==> src/hdl/uart_pkg.sv <==
// constants, register map and types for the serial port
package uart_pkg;
  localparam int AW = 4;
  // register indices
  localparam logic [3:0] A_STAT = 4'h0;
  localparam logic [3:0] A_CR1 = 4'h1;
  localparam logic [3:0] A_CR2 = 4'h2;
  localparam logic [3:0] A_CR3 = 4'h3;
  localparam logic [3:0] A_DATA = 4'h4;
  localparam logic [3:0] A_BRDH = 4'h5;
  localparam logic [3:0] A_BRDL = 4'h6;
  localparam logic [3:0] A_FCR = 4'h7;
  localparam logic [3:0] A_RXCNT = 4'h8;
  // line_control_one bits
  localparam int C1_EN = 7;
  localparam int C1_BNO = 6;
  localparam int C1_PREN = 5;
  localparam int C1_PRT = 3;
  localparam int C1_BRK = 2;
  localparam int C1_TX8 = 0;
  // line_control_two bits
  localparam int C2_TXEN = 7;
  localparam int C2_RXEN = 6;
  localparam int C2_STOPS = 5;
  localparam int C2_RIE = 2;
  // line_control_three bits
  localparam int C3_SWM = 0;
  localparam int C3_BOTH = 1;
  // reset values and write masks
  localparam logic [7:0] STAT_RST = 8'h0B;
  localparam logic [7:0] CTRL_RST = 8'h00;
  localparam logic [7:0] CR1_DIS_MASK = 8'hFB;
  localparam logic [7:0] CR2_DIS_MASK = 8'h3F;
  localparam logic [7:0] CR3_MASK = 8'h03;
  localparam logic [7:0] FCR_MASK = 8'h3F;
  // timing counts
  localparam logic [3:0] OS_LAST = 4'hF;
  localparam logic [3:0] NB8 = 4'h8;
  localparam logic [3:0] NB9 = 4'h9;
  localparam logic [3:0] FRAME_MIN = 4'hA;
  localparam logic [3:0] BRK_BITS = 4'hD;
  localparam logic [2:0] FIFO_DEPTH = 3'h4;
  localparam logic [8:0] MASK8 = 9'h0FF;
  localparam logic [8:0] MASK7 = 9'h07F;
  // parity kinds
  localparam logic [1:0] PAR_EVEN = 2'h0;
  localparam logic [1:0] PAR_ODD = 2'h1;
  localparam logic [1:0] PAR_MARK = 2'h2;
  localparam logic [1:0] PAR_SPACE = 2'h3;
  typedef enum {TX_IDLE, TX_SHIFT, TX_BREAK} tx_state_t;
  typedef enum {RX_IDLE, RX_START, RX_DATA} rx_state_t;
endpackage : uart_pkg

==> src/hdl/baud_if.sv <==
// divisor, run and oversample tick between port and baud generator
`timescale 1ns/10ps
interface baud_if;
  logic [15:0] divisor;
  logic run;
  logic tick;
  modport gen (input divisor, input run, output tick);
  modport user (output divisor, output run, input tick);
endinterface : baud_if

==> src/hdl/baud_gen.sv <==
// baud generator, one-cycle tick at sixteen times the bit rate
`timescale 1ns/10ps
module baud_gen (
  // clock and reset
  input wire logic ref_clk,
  input wire logic nrst,
  // divisor and tick
  baud_if.gen bif
);
  logic [15:0] cnt;
  logic tick;
  assign bif.tick = tick;
  always_ff @(posedge ref_clk or negedge nrst) begin
    if (!nrst) begin
      cnt <= 16'h0000;
      tick <= 1'b0;
    end else if (!bif.run) begin
      cnt <= 16'h0000;
      tick <= 1'b0;
    end else if (cnt >= bif.divisor) begin
      cnt <= 16'h0000;
      tick <= 1'b1;
    end else begin
      cnt <= cnt + 16'h0001;
      tick <= 1'b0;
    end
  end
endmodule : baud_gen

==> src/hdl/bit_parity.sv <==
// parity bit for the selected kind over the masked data bits
`timescale 1ns/10ps
module bit_parity (
  // data and selection
  input wire logic [8:0] bits,
  input wire logic [8:0] mask,
  input wire logic [1:0] kind,
  // result
  output logic parity
);
  import uart_pkg::*;
  wire ones_odd = ^(bits & mask);
  assign parity = (kind == PAR_EVEN) ? ones_odd :
                  (kind == PAR_ODD) ? ~ones_odd :
                  (kind == PAR_MARK) ? 1'b1 : 1'b0;
endmodule : bit_parity

==> src/hdl/uart_port.sv <==
// serial port: pins, single-wire sharing, shift paths, status flags
//
// Function
// - clearing port, transmit or receive enable floats the matching pin
// - single-wire with receive enabled: shared pin is the receive input
// - single-wire, receive off, transmit on: drive the shared pin
// - single-wire with both enables set: receive wins, no transmit
// - single-wire transmit may also appear on the dedicated output pin
// - written character goes to hidden shifter, sent lsb first at baud
// - received bits shift in lsb first, then move to the data buffer
// - one data location: writes transmit, reads return received data
// - status is read only; resets to both idles and transmit empty set
// - parity error sets on bad parity; status read then data access
// - noise sets on transfer into the buffer, never on overrun; same clear
// - framing error sets for a bad character; same clear sequence
// - overrun sets on full buffer, blocks further transfers till clear
// - receiver idle is low from start bit detection to stop bit end
// - receive flag sets at trigger level; interrupt when enabled
// - parity, noise and framing errors flag in the same cycle as the receive flag when the trigger level is 1
// - receive flag clears on status read then read leaving buffer empty
// - transmitter idle when buffer empty, nothing sent, output high
// - transmitter idle clears on status read then data write
// - transmit empty sets on transfer to shifter; clears the same way
// - setting transmit enable also sets transmit empty
// - port disable flushes buffers, clears errors, sets idle flags
// - parity type 00 even, 01 odd, 10 mark, 11 space
// - break: finish buffered data, then hold low thirteen bits or more
`timescale 1ns/10ps
module uart_port (
  // clock and reset
  input wire logic ref_clk,
  input wire logic nrst,
  // register port
  input wire logic [uart_pkg::AW-1:0] addr,
  input wire logic [7:0] wdata,
  input wire logic wr_en,
  input wire logic rd_en,
  output logic [7:0] rdata,
  // dedicated transmit pin
  output logic serial_out_pin,
  output logic serial_out_pin_oe_n,
  // shared receive/transmit pin
  input wire logic shared_line_pin_in,
  output logic shared_line_pin_out,
  output logic shared_line_pin_oe_n,
  // receive interrupt
  output logic rx_irq
);
  import uart_pkg::*;

  logic [7:0] cr1, cr2, cr3, brdh, brdl, fcr;
  logic perr, nf, ferr, oerr, ridle, rxif, tidle, txif;
  logic seen_err, seen_rxif, seen_tidle, seen_txif, txen_q;
  logic [8:0] tx_buf;
  logic tx_full;
  tx_state_t tx_st;
  logic [11:0] tsh;
  logic [3:0] tbits, tos;
  logic rx_s1, rx_s2;
  rx_state_t rx_st;
  logic [3:0] rx_os, rx_idx;
  logic [2:0] rx_smp;
  logic [9:0] rx_sh;
  logic rx_noise;
  logic [8:0] mem [FIFO_DEPTH];
  logic [1:0] wp, rp;
  logic [2:0] cnt;
  logic tx_par, rx_par;

  // control decode
  wire en = cr1[C1_EN];
  wire bno = cr1[C1_BNO];
  wire pren = cr1[C1_PREN];
  wire brk = cr1[C1_BRK];
  wire txen = cr2[C2_TXEN];
  wire rxen = cr2[C2_RXEN];
  wire swm = cr3[C3_SWM];
  wire [1:0] ptype = cr1[C1_PRT+1:C1_PRT];
  wire [8:0] par_mask = bno ? MASK8 : MASK7;
  wire rx_on = en & rxen;
  wire tx_on = en & txen & ~(swm & rxen);

  // bus decode
  wire hit_data = addr == A_DATA;
  wire wr_cr1 = wr_en & (addr == A_CR1);
  wire wr_cr2 = wr_en & (addr == A_CR2);
  wire data_wr = wr_en & hit_data;
  wire data_rd = rd_en & hit_data;
  wire data_acc = data_wr | data_rd;
  wire stat_rd = rd_en & (addr == A_STAT);
  wire [7:0] next_cr1 = wr_cr1 ? wdata : cr1;
  wire [7:0] next_cr2 = wr_cr2 ? wdata : cr2;

  // baud generator
  baud_if bif ();
  assign bif.divisor = {brdh, brdl};
  assign bif.run = en;
  wire tick = bif.tick;
  baud_gen u_baud (
    .ref_clk(ref_clk),
    .nrst(nrst),
    .bif(bif)
  );

  // control registers; disabling the port clears the enables and break
  always_ff @(posedge ref_clk or negedge nrst) begin
    if (!nrst) begin
      cr1 <= CTRL_RST;
      cr2 <= CTRL_RST;
      cr3 <= CTRL_RST;
      brdh <= CTRL_RST;
      brdl <= CTRL_RST;
      fcr <= CTRL_RST;
    end else begin
      cr1 <= next_cr1[C1_EN] ? next_cr1 : next_cr1 & CR1_DIS_MASK;
      cr2 <= next_cr1[C1_EN] ? next_cr2 : next_cr2 & CR2_DIS_MASK;
      if (wr_en && addr == A_CR3) cr3 <= wdata & CR3_MASK;
      if (wr_en && addr == A_BRDH) brdh <= wdata;
      if (wr_en && addr == A_BRDL) brdl <= wdata;
      if (wr_en && addr == A_FCR) fcr <= wdata & FCR_MASK;
    end
  end

  // transmit framing
  wire [8:0] tx_dw = pren ?
    (bno ? {tx_par, tx_buf[7:0]} : {1'b1, tx_par, tx_buf[6:0]}) :
    (bno ? tx_buf : {1'b1, tx_buf[7:0]});
  wire [11:0] tx_frame = {2'b11, tx_dw, 1'b0};
  wire [3:0] tx_nbits = FRAME_MIN + {3'b000, bno} +
    {3'b000, cr2[C2_STOPS]};
  wire tx_load = tx_on & (tx_st == TX_IDLE) & tx_full;
  wire tx_busy = tx_full | (tx_st != TX_IDLE);
  wire tx_line = (tx_st == TX_BREAK) ? 1'b0 : tsh[0];

  bit_parity u_tx_par (
    .bits(tx_buf),
    .mask(par_mask),
    .kind(ptype),
    .parity(tx_par)
  );

  // one-character transmit buffer; a write while disabled is dropped
  always_ff @(posedge ref_clk or negedge nrst) begin
    if (!nrst) begin
      tx_buf <= 9'h000;
      tx_full <= 1'b0;
    end else if (!tx_on) begin
      tx_full <= 1'b0;
    end else if (data_wr) begin
      tx_buf <= {cr1[C1_TX8], wdata};
      tx_full <= 1'b1;
    end else if (tx_load) begin
      tx_full <= 1'b0;
    end
  end

  // transmit shifter; buffered data always goes before a break
  always_ff @(posedge ref_clk or negedge nrst) begin
    if (!nrst) begin
      tx_st <= TX_IDLE;
      tsh <= 12'hFFF;
      tbits <= 4'h0;
      tos <= 4'h0;
    end else if (!tx_on) begin
      tx_st <= TX_IDLE;
      tsh <= 12'hFFF;
    end else begin
      unique case (tx_st)
        TX_IDLE: begin
          if (tx_full) begin
            tsh <= tx_frame;
            tbits <= tx_nbits;
            tos <= 4'h0;
            tx_st <= TX_SHIFT;
          end else if (brk) begin
            tbits <= BRK_BITS;
            tos <= 4'h0;
            tx_st <= TX_BREAK;
          end
        end
        TX_SHIFT: begin
          if (tick) begin
            tos <= tos + 4'h1;
            if (tos == OS_LAST) begin
              tsh <= {1'b1, tsh[11:1]};
              tbits <= tbits - 4'h1;
              if (tbits == 4'h1) tx_st <= TX_IDLE;
            end
          end
        end
        TX_BREAK: begin
          if (tick) tos <= tos + 4'h1;
          if (tick && tos == OS_LAST && tbits != 4'h0) begin
            tbits <= tbits - 4'h1;
          end
          if (!brk && tbits == 4'h0) tx_st <= TX_IDLE;
        end
      endcase
    end
  end

  // receive input always arrives on the shared pin
  always_ff @(posedge ref_clk or negedge nrst) begin
    if (!nrst) begin
      rx_s1 <= 1'b1;
      rx_s2 <= 1'b1;
    end else begin
      rx_s1 <= shared_line_pin_in;
      rx_s2 <= rx_s1;
    end
  end

  // three mid-bit samples vote; disagreement in the start bit or a data bit counts as noise
  wire rx_maj = (rx_smp[0] & rx_smp[1]) | (rx_smp[0] & rx_smp[2]) |
    (rx_smp[1] & rx_smp[2]);
  wire rx_odd = ~(&rx_smp) & (|rx_smp);
  wire rx_mid = (rx_os == 4'h7) | (rx_os == 4'h8) | (rx_os == 4'h9);
  wire [3:0] rx_nbits = bno ? NB9 : NB8;
  wire rx_done = rx_on & tick & (rx_st == RX_DATA) & (rx_os == OS_LAST) &
    (rx_idx == rx_nbits);
  wire [8:0] rx_word = bno ? rx_sh[8:0] : {1'b0, rx_sh[7:0]};
  wire rx_pbit = bno ? rx_sh[8] : rx_sh[7];
  wire [8:0] rx_store = pren ? (rx_word & par_mask) : rx_word;
  wire pe_bad = pren & (rx_par != rx_pbit);

  bit_parity u_rx_par (
    .bits(rx_word),
    .mask(par_mask),
    .kind(ptype),
    .parity(rx_par)
  );

  always_ff @(posedge ref_clk or negedge nrst) begin
    if (!nrst) begin
      rx_st <= RX_IDLE;
      rx_os <= 4'h0;
      rx_idx <= 4'h0;
      rx_smp <= 3'h7;
      rx_sh <= 10'h000;
      rx_noise <= 1'b0;
      ridle <= 1'b1;
    end else if (!rx_on) begin
      rx_st <= RX_IDLE;
      ridle <= 1'b1;
    end else if (tick) begin
      if (rx_mid) rx_smp <= {rx_s2, rx_smp[2:1]};
      unique case (rx_st)
        RX_IDLE: begin
          if (!rx_s2) begin
            rx_st <= RX_START;
            rx_os <= 4'h1;
            ridle <= 1'b0;
          end
        end
        RX_START: begin
          rx_os <= rx_os + 4'h1;
          if (rx_os == OS_LAST) begin
            rx_idx <= 4'h0;
            rx_noise <= rx_odd;
            if (rx_maj) begin
              rx_st <= RX_IDLE;
              ridle <= 1'b1;
            end else begin
              rx_st <= RX_DATA;
            end
          end
        end
        RX_DATA: begin
          rx_os <= rx_os + 4'h1;
          if (rx_os == OS_LAST) begin
            rx_sh[rx_idx] <= rx_maj;
            rx_noise <= rx_noise | rx_odd;
            rx_idx <= rx_idx + 4'h1;
            if (rx_idx == rx_nbits) begin
              rx_st <= RX_IDLE;
              ridle <= 1'b1;
            end
          end
        end
      endcase
    end
  end

  // four-entry receive buffer
  wire fifo_full = cnt == FIFO_DEPTH;
  wire push = rx_done & ~fifo_full & ~oerr;
  wire ovr_set = rx_done & (fifo_full | oerr);
  wire pop = data_rd & (cnt != 3'h0);
  wire [2:0] next_cnt = cnt + {2'b00, push} - {2'b00, pop};
  wire [2:0] trig_lvl = {1'b0, fcr[1:0]} + 3'h1;
  wire [8:0] head = mem[rp];

  always_ff @(posedge ref_clk or negedge nrst) begin
    if (!nrst) begin
      wp <= 2'h0;
      rp <= 2'h0;
      cnt <= 3'h0;
    end else if (!rx_on) begin
      wp <= 2'h0;
      rp <= 2'h0;
      cnt <= 3'h0;
    end else begin
      if (push) begin
        mem[wp] <= rx_store;
        wp <= wp + 2'h1;
      end
      if (pop) rp <= rp + 2'h1;
      cnt <= next_cnt;
    end
  end

  // status flags; a set in the cycle of a clear wins
  wire err_clr = seen_err & data_acc;
  wire rx_trig = push & (next_cnt >= trig_lvl);
  wire rxif_clr = seen_rxif & data_rd & (next_cnt == 3'h0);
  wire txif_clr = seen_txif & data_wr;
  wire tidle_clr = seen_tidle & data_wr;
  wire txen_rise = txen & ~txen_q;
  wire tx_quiet = txif & ~tx_busy & ~brk;

  always_ff @(posedge ref_clk or negedge nrst) begin
    if (!nrst) begin
      {perr, nf, ferr, oerr, rxif} <= 5'h00;
      tidle <= STAT_RST[1];
      txif <= STAT_RST[0];
      {seen_err, seen_rxif, seen_tidle, seen_txif} <= 4'h0;
      txen_q <= 1'b0;
    end else if (!en) begin
      {perr, nf, ferr, oerr, rxif} <= 5'h00;
      tidle <= 1'b1;
      txif <= 1'b1;
      {seen_err, seen_rxif, seen_tidle, seen_txif} <= 4'h0;
      txen_q <= 1'b0;
    end else begin
      perr <= (push & pe_bad) | (perr & ~err_clr);
      nf <= (push & rx_noise) | (nf & ~err_clr);
      ferr <= (push & ~rx_maj) | (ferr & ~err_clr);
      oerr <= ovr_set | (oerr & ~err_clr);
      rxif <= rx_on & (rx_trig | (rxif & ~rxif_clr));
      txif <= tx_load | txen_rise | (txif & ~txif_clr);
      tidle <= tx_quiet | (tidle & ~tidle_clr & ~tx_busy);
      txen_q <= txen;
      if (stat_rd) begin
        seen_err <= 1'b1;
        seen_rxif <= rxif;
        seen_tidle <= tidle;
        seen_txif <= txif;
      end else if (data_acc) begin
        {seen_err, seen_rxif, seen_tidle, seen_txif} <= 4'h0;
      end
    end
  end

  // read path: status is read only, writes to it are ignored
  wire [7:0] stat = {perr, nf, ferr, oerr, ridle, rxif, tidle, txif};
  wire [7:0] rd_mux = (addr == A_STAT) ? stat :
    (addr == A_CR1) ? {cr1[7:2], head[8], 1'b0} :
    (addr == A_CR2) ? cr2 :
    (addr == A_CR3) ? cr3 :
    hit_data ? head[7:0] :
    (addr == A_BRDH) ? brdh :
    (addr == A_BRDL) ? brdl :
    (addr == A_FCR) ? fcr :
    (addr == A_RXCNT) ? {5'h00, cnt} : 8'h00;

  // pins, registered so the outputs never glitch
  wire next_so_oe_n = ~(tx_on & (~swm | cr3[C3_BOTH]));
  wire next_sl_oe_n = ~(tx_on & swm);

  always_ff @(posedge ref_clk or negedge nrst) begin
    if (!nrst) begin
      rdata <= 8'h00;
      serial_out_pin <= 1'b1;
      serial_out_pin_oe_n <= 1'b1;
      shared_line_pin_out <= 1'b1;
      shared_line_pin_oe_n <= 1'b1;
      rx_irq <= 1'b0;
    end else begin
      rdata <= rd_en ? rd_mux : 8'h00;
      serial_out_pin <= tx_line;
      serial_out_pin_oe_n <= next_so_oe_n;
      shared_line_pin_out <= tx_line;
      shared_line_pin_oe_n <= next_sl_oe_n;
      rx_irq <= rxif & cr2[C2_RIE];
    end
  end
endmodule : uart_port

==> config.mk <==
export PLATFORM = sky130hd
export DESIGN_NAME = uart_port
export DESIGN_NICKNAME = d
export VERILOG_FILES = /design/src/hdl/uart_pkg.sv /design/src/hdl/baud_if.sv /design/src/hdl/baud_gen.sv /design/src/hdl/bit_parity.sv /design/src/hdl/uart_port.sv
export SDC_FILE = /design/constraint.sdc
export NUM_CORES = 1
export LEC_CHECK = 0
export BUFFER_PORTS_ARGS = -buffer_cell sky130_fd_sc_hd__clkbuf_2
export CORE_ASPECT_RATIO = 0.5
export CORE_MARGIN = 3
export CORE_UTILIZATION = 50
export DETAILED_ROUTE_END_ITERATION = 6
export PLACE_DENSITY = 0.76
export SETUP_SLACK_MARGIN = 0.3
export SKIP_CTS_REPAIR_TIMING = 1
export SLEW_MARGIN = 5
export SYNTH_ARGS = -nofsm -noshare
export SYNTH_HDL_FRONTEND = slang
export SYNTH_SLANG_ARGS = --single-unit
==> constraint.sdc <==
create_clock -name ref_clk -period 8 [get_ports ref_clk]
set_input_delay 2 -clock ref_clk [delete_from_list [all_inputs] [get_ports ref_clk]]
set_output_delay 2 -clock ref_clk [all_outputs]
set_load 0.1 [all_outputs]
Yosys cells after proc, flatten, opt, wreduce, memory -nomap -nowiden
Memories as Yosys holds them, arrays and structs flattened.
Index checks and enable logic that the tools add are counted.
Widths: inputs -> output; s select.
- order comparisons: 4
- muxes and demuxes: 110
- bitwise operators: 84
- reductions and logical operators: 38
- equal/unequal tests: 52
- $add $sub $neg: 12
- operators with widths (kind ; number):
    $mux 32 ; 13
    $pmux 32 s3 ; 2
    $mux 8 ; 13
    $logic_not 32->1 ; 3
    $eq 32x1->1 const B ; 2
    $eq 32x2->1 const B ; 2
    $eq 32x3->1 const B ; 2
    $and 1x1->1 ; 48
    $mux 12 ; 4
    $mux 9 ; 5
    $mux 4 ; 11
    $mux 1 ; 43
    $mux 16 ; 2
    $reduce_bool 32->1 ; 1
    $ne 3x3->1 const B ; 10
    $pmux 12 s2 ; 1
    $pmux 4 s2 ; 3
    $eq 4x3->1 const B ; 5
    $eq 4x4->1 const B ; 5
    $reduce_and 5->1 ; 4
    $and 9x8->9 ; 2
    $reduce_xor 9->1 ; 2
    $not 1->1 ; 17
    $or 1x1->1 ; 17
    47 further kinds ; 83
- memories kept: 1
- bits in writable memories: 36
- register bits after elaboration: 207
- input port bits: 17
- output and inout port bits: 13
- logic and storage cells: 346
- memories (name ; words ; width ; read ports ; clocked after Yosys merged registers in ; write ports ; RTL line ; source):
    mem ; 4 ; 9 ; 1 ; 0 ; 1 ; uart_port.sv:65 ; logic [8:0] mem [FIFO_DEPTH];

Logic depth before layout (Yosys ltp)
- depth in word-level cells: 16
- mapped depth: 19
- depth with buffers taken out: 17

By module
Synthesis repeated with hierarchy kept, for this count alone.
- cell total of the unflattened synthesis: 828
- area, all modules: 9474.1 µm²
- modules (own cells, without submodules) (module ; area each (µm²) ; seq. area each (µm²) ; cells each ; instances):
    uart_port ; 7976.4 ; 4260.3 ; 664 ; 1
    baud_gen ; 1207.4 ; 425.4 ; 128 ; 1
    bit_parity ; 145.1 ; 0.0 ; 18 ; 2

Worst setup path after synthesis
No wires, ideal clock.
- path kind: input port to flip-flop
- from: in addr[1] (netlist name)
- to: reg rxif
- library setup time: 0.132 ns
- arrival: 4.463 ns
- slack: 3.406 ns
- required time: 7.868 ns
- buffers on the path: 0
- cell stages on the path: 14
- cells stage by stage: nor2_1 > nand2_1 > nor3_1 > ha_1 > inv_1 > ha_1 > inv_1 > fa_1 > inv_1 > ha_1 > a21oi_1 > o21ai_0 > nand3_1 > a21oi_1
- word-level cells in the longest chain between the ends: 11
- elaborated cells on any way between the ends: 14
- classes of those cells: add/sub (1); order compare (1); eq/ne (1); mux (1); bitwise (9); reduce/logical (1)
- RTL lines (what ; RTL line ; source):
    from (decl) ; uart_port.sv:34 ; input wire logic [uart_pkg::AW-1:0] addr,
    $eq 4x3->1 (*) ; uart_port.sv:84 ; wire hit_data = addr == A_DATA;
    $and 1x1->1 (*) ; uart_port.sv:88 ; wire data_rd = rd_en & hit_data;
    branches (longest 6 deep; another with $sub 3x1->3) ; n/a ;
    $or 1x1->1 (*) ; uart_port.sv:339 ; rxif <= rx_on & (rx_trig | (rxif & ~rxif_clr));
    $and 1x1->1 (*) ; uart_port.sv:339 ;
    $mux 1 (*) ; uart_port.sv:328 ; end else if (!en) begin
    to (signal assigned) ; uart_port.sv:339 ;
    to (decl) ; uart_port.sv:52 ; logic perr, nf, ferr, oerr, ridle, rxif, tidle, txif;
Mark *: on every way between the ends.
A chain may end at the register's enable or synchronous reset.

Worst setup path in the final report
- from: in addr[0] (netlist name)
- to: reg rxif
Same word-level chain as after synthesis.

==> results.json <==
{
  "synth_top_family_by_area": "simple AND/OR/NAND/NOR gates",
  "tns_ns": 0,
  "rows": 33,
  "synth_fa_ha_area_share_pct": 6.473,
  "hp-class": "flip-flop to flip-flop",
  "finish.utilization_pct": 58.17,
  "synthArstFlopShare_pct": 79.89,
  "min_period_over_period_pct": 63.75,
  "antenna_found_initial": 0,
  "yosysTopAreaCell": "dfrtp_1",
  "cts_max_level": 4,
  "area_growth_pct": 10.06,
  "place_congestion": 0.9476,
  "ant_nets": 0,
  "maxSlewViolCount": 0,
  "wirelength_um": 20200,
  "setup_violations": 0,
  "crit_chain": "clkbuf_2, nor2_1, nand2_1, nor3_1, ha_1, inv_1, ha_1, inv_1, fa_1, xor2_1, xnor2_1, nand4_1, o31ai_1, a21oi_1",
  "synth_xor_area_share_pct": 3.530,
  "max-vdd-ir-drop_v": 0.0001764,
  "worstPathArrival_ns": 5.41,
  "grt-ovfl-total": 0,
  "worst_path_max_delay_cell": "nor2_1",
  "fin_nets": 900,
  "grt_pass1_vias": 6102,
  "cp-startpoint": "addr[0]",
  "timing.fmax_mhz": 196.1,
  "cts_tree": "built",
  "synthMostInstantiatedCell": "dfrtp_1",
  "grt_use_met3_pct": 5.743,
  "drtIter0Drc": 423,
  "ys_seq_area_share_pct": 52.25,
  "tightest_slew_ns": 1.113,
  "clk_latency_ns": 0.44,
  "cp-start-kind": "input pin",
  "cp.required_ns": 8.31,
  "final_hold_viol_count": 0,
  "path_class": "input pin to flip-flop",
  "grt_max_degree": 98,
  "syn_inst": 819,
  "clock_path_buffers": 2,
  "n_antenna_cell": 0,
  "ys_warn_count": 0,
  "holdCritStartpoint": "rx_s1$_DFF_PN1_",
  "period_needed_ns": 5.100,
  "die_w_um": 195.4,
  "hpwl_um": 14190,
  "die-area_um2": 19680,
  "track_usage_pct": 21.67,
  "gr-usage-met1_pct": 30.03,
  "drive_gt1_share_pct": 16.45,
  "syn-cell-area_um2": 8969,
  "crit_path_end_kind": "flip-flop",
  "io_buffers": 29,
  "p_leak_uw": 0.004395,
  "vias": 6215,
  "muxShareOfSynthArea_pct": 9.403,
  "cp_top_family": "simple AND/OR/NAND/NOR gates",
  "grt_first_pass_wirelength_um": 33090,
  "ys_types": 66,
  "synth_compound_area_share_pct": 11.33,
  "path_clk_slew_ns": 0.07,
  "critical-path-max-stage-delay_ns": 0.57,
  "drtPass1Iterations": 5,
  "yosys.area_share.simple_pct": 13.28,
  "final_cells": 1078,
  "synthTopCellsByArea": "dfrtp_1 34%, edfxtp_1 12%, dfstp_2 6.2%",
  "max_cap_viol_count": 0,
  "via_per_inst": 5.765,
  "start_util_pct": 52.85,
  "use_met2_pct": 34.37,
  "status": "complete, no violations",
  "synth.avg_cell_area_um2": 10.95,
  "clock_sinks": 179,
  "yosysTopAreaCellShare_pct": 34.04,
  "cts_root_buffer": "clkbuf_16",
  "top_usage_layer": "met2",
  "drc": 0,
  "core_um2": 16970,
  "synth_common_cells": "122 x dfrtp_1, 88 x nand2_1, 62 x nor2_1",
  "syn_nets": 881,
  "r2r_start": "u_baud.bif.tick$_DFF_PN0_",
  "critPathBufInv": 3,
  "rsz0062_at_grt": "false",
  "synthFlopType": "dfrtp_1",
  "place.detailed.instances": 1046,
  "wire_per_inst_um": 18.74,
  "powerDensity_nw_per_um2": 210.6,
  "max-slew-margin-rel_pct": 25.69,
  "ys_seq_elements": 179,
  "power.total_uw": 2079,
  "pin_count": 30,
  "fp.dieH_um": 100.7,
  "synth_edf_count": 36,
  "clock_skew_ns": 0.009513,
  "path_max_fanout": 31,
  "numCtsBuffers": 17
}
worst reg2reg max path, cell delays in order, from the launching register on:
cell and delay [ns]:
dfrtp_1 0.61, and3_1 0.28, nand3_1 0.20, or2_1 0.32, nor3_2 0.53, inv_1 0.15
ha_1 0.30, inv_1 0.05, ha_1 0.13, inv_1 0.05, fa_1 0.37, xor2_1 0.16
xnor2_1 0.27, nand4_1 0.15, o31ai_1 0.21, a21oi_1 0.09
report_power, final:
group	internal, uW	leakage, uW	total [uW]	switching [uW]
sequential	978	0.00227	1020	46.0
clock	462	0.000293	833	371
combinational	79.0	0.00183	222	143
worst paths after layout:
check,slack [ns],cells after the start,to
max in group asynchronous,5.15,2,brdl[4]$_DFFE_PN0P_
min in group asynchronous,1.67,1,rp[1]$_DFFE_PN0P_
min reg2reg,0.36,0,rx_s2$_DFF_PN1_
max reg2reg,4.00,15,rxif$_DFF_PN0_
max,2.90,14,rxif$_DFF_PN0_
min,0.36,0,rx_s2$_DFF_PN1_
sequential cells by signal, summed over array words and instances, names as in the netlist, 7 cells and up:
register / flops
brdh: 8
brdl: 8
cr1: 7
cr2: 8
mem: 36
rdata: 8
rx_sh: 9
tsh: 10
tx_buf: 9
u_baud.cnt: 16
stage by stage:
stage	hold slack [ns]	instance area (um^2)	worst slack (ns)
after floorplan	0.3452	8969	3.406
after global placement	0.3473	9283	2.624
after detailed placement	0.3468	9283	2.526
after CTS	0.3562	9871	2.975
after global routing	0.3581	9871	2.587
final	0.3558	9871	2.900
logic make-up after synthesis:
kind of cell | after synthesis
fa+ha+maj | 46
compound gates | 157
xor+xnor | 33
mux | 68
buf+inv | 83
simple gates | 253
flops | 179
placed cells by master, fill, tap and decap left out, types with 4 or more instances in the layout:
cell type,count
or3_1,7
inv_1,50
mux2_2,40
a31oi_1,8
and3_1,9
ha_1,44
o211ai_1,13
nor2_1,62
nor3_1,14
xor2_1,15
a21o_1,9
clkbuf_2,29
edfxtp_1,36
clkbuf_16,17
a22o_1,9
and2_1,10
nand3_1,15
a21oi_1,29
nor2b_1,16
clkinv_4,5
mux4_2,9
mux2i_1,19
o21ai_0,48
o31ai_1,5
a22oi_1,6
xnor2_1,16
dfrtp_1,122
o22ai_1,4
nand4_1,12
nand2_1,88
nand2b_1,6
dfstp_2,21
cell type report:
type / count / area (um^2)
clock buffers: 21 / 471.7
inverters: 51 / 191.4
repair buffers: 32 / 173.9
flip-flops and latches: 179 / 4686
fillers: 1389 / 7099
clock inverters: 11 / 116.4
well taps: 227 / 284.0
multi-input cells: 557 / 3948
per-layer routing:
layer  share of wire [%]  vias up
met1                  47     3081
met5                   0        -
met4                 1.2        0
met2                  46      177
li1                    -     2935
met3                 6.0       22
No activity file was read; power rests on OpenSTA's default activity.
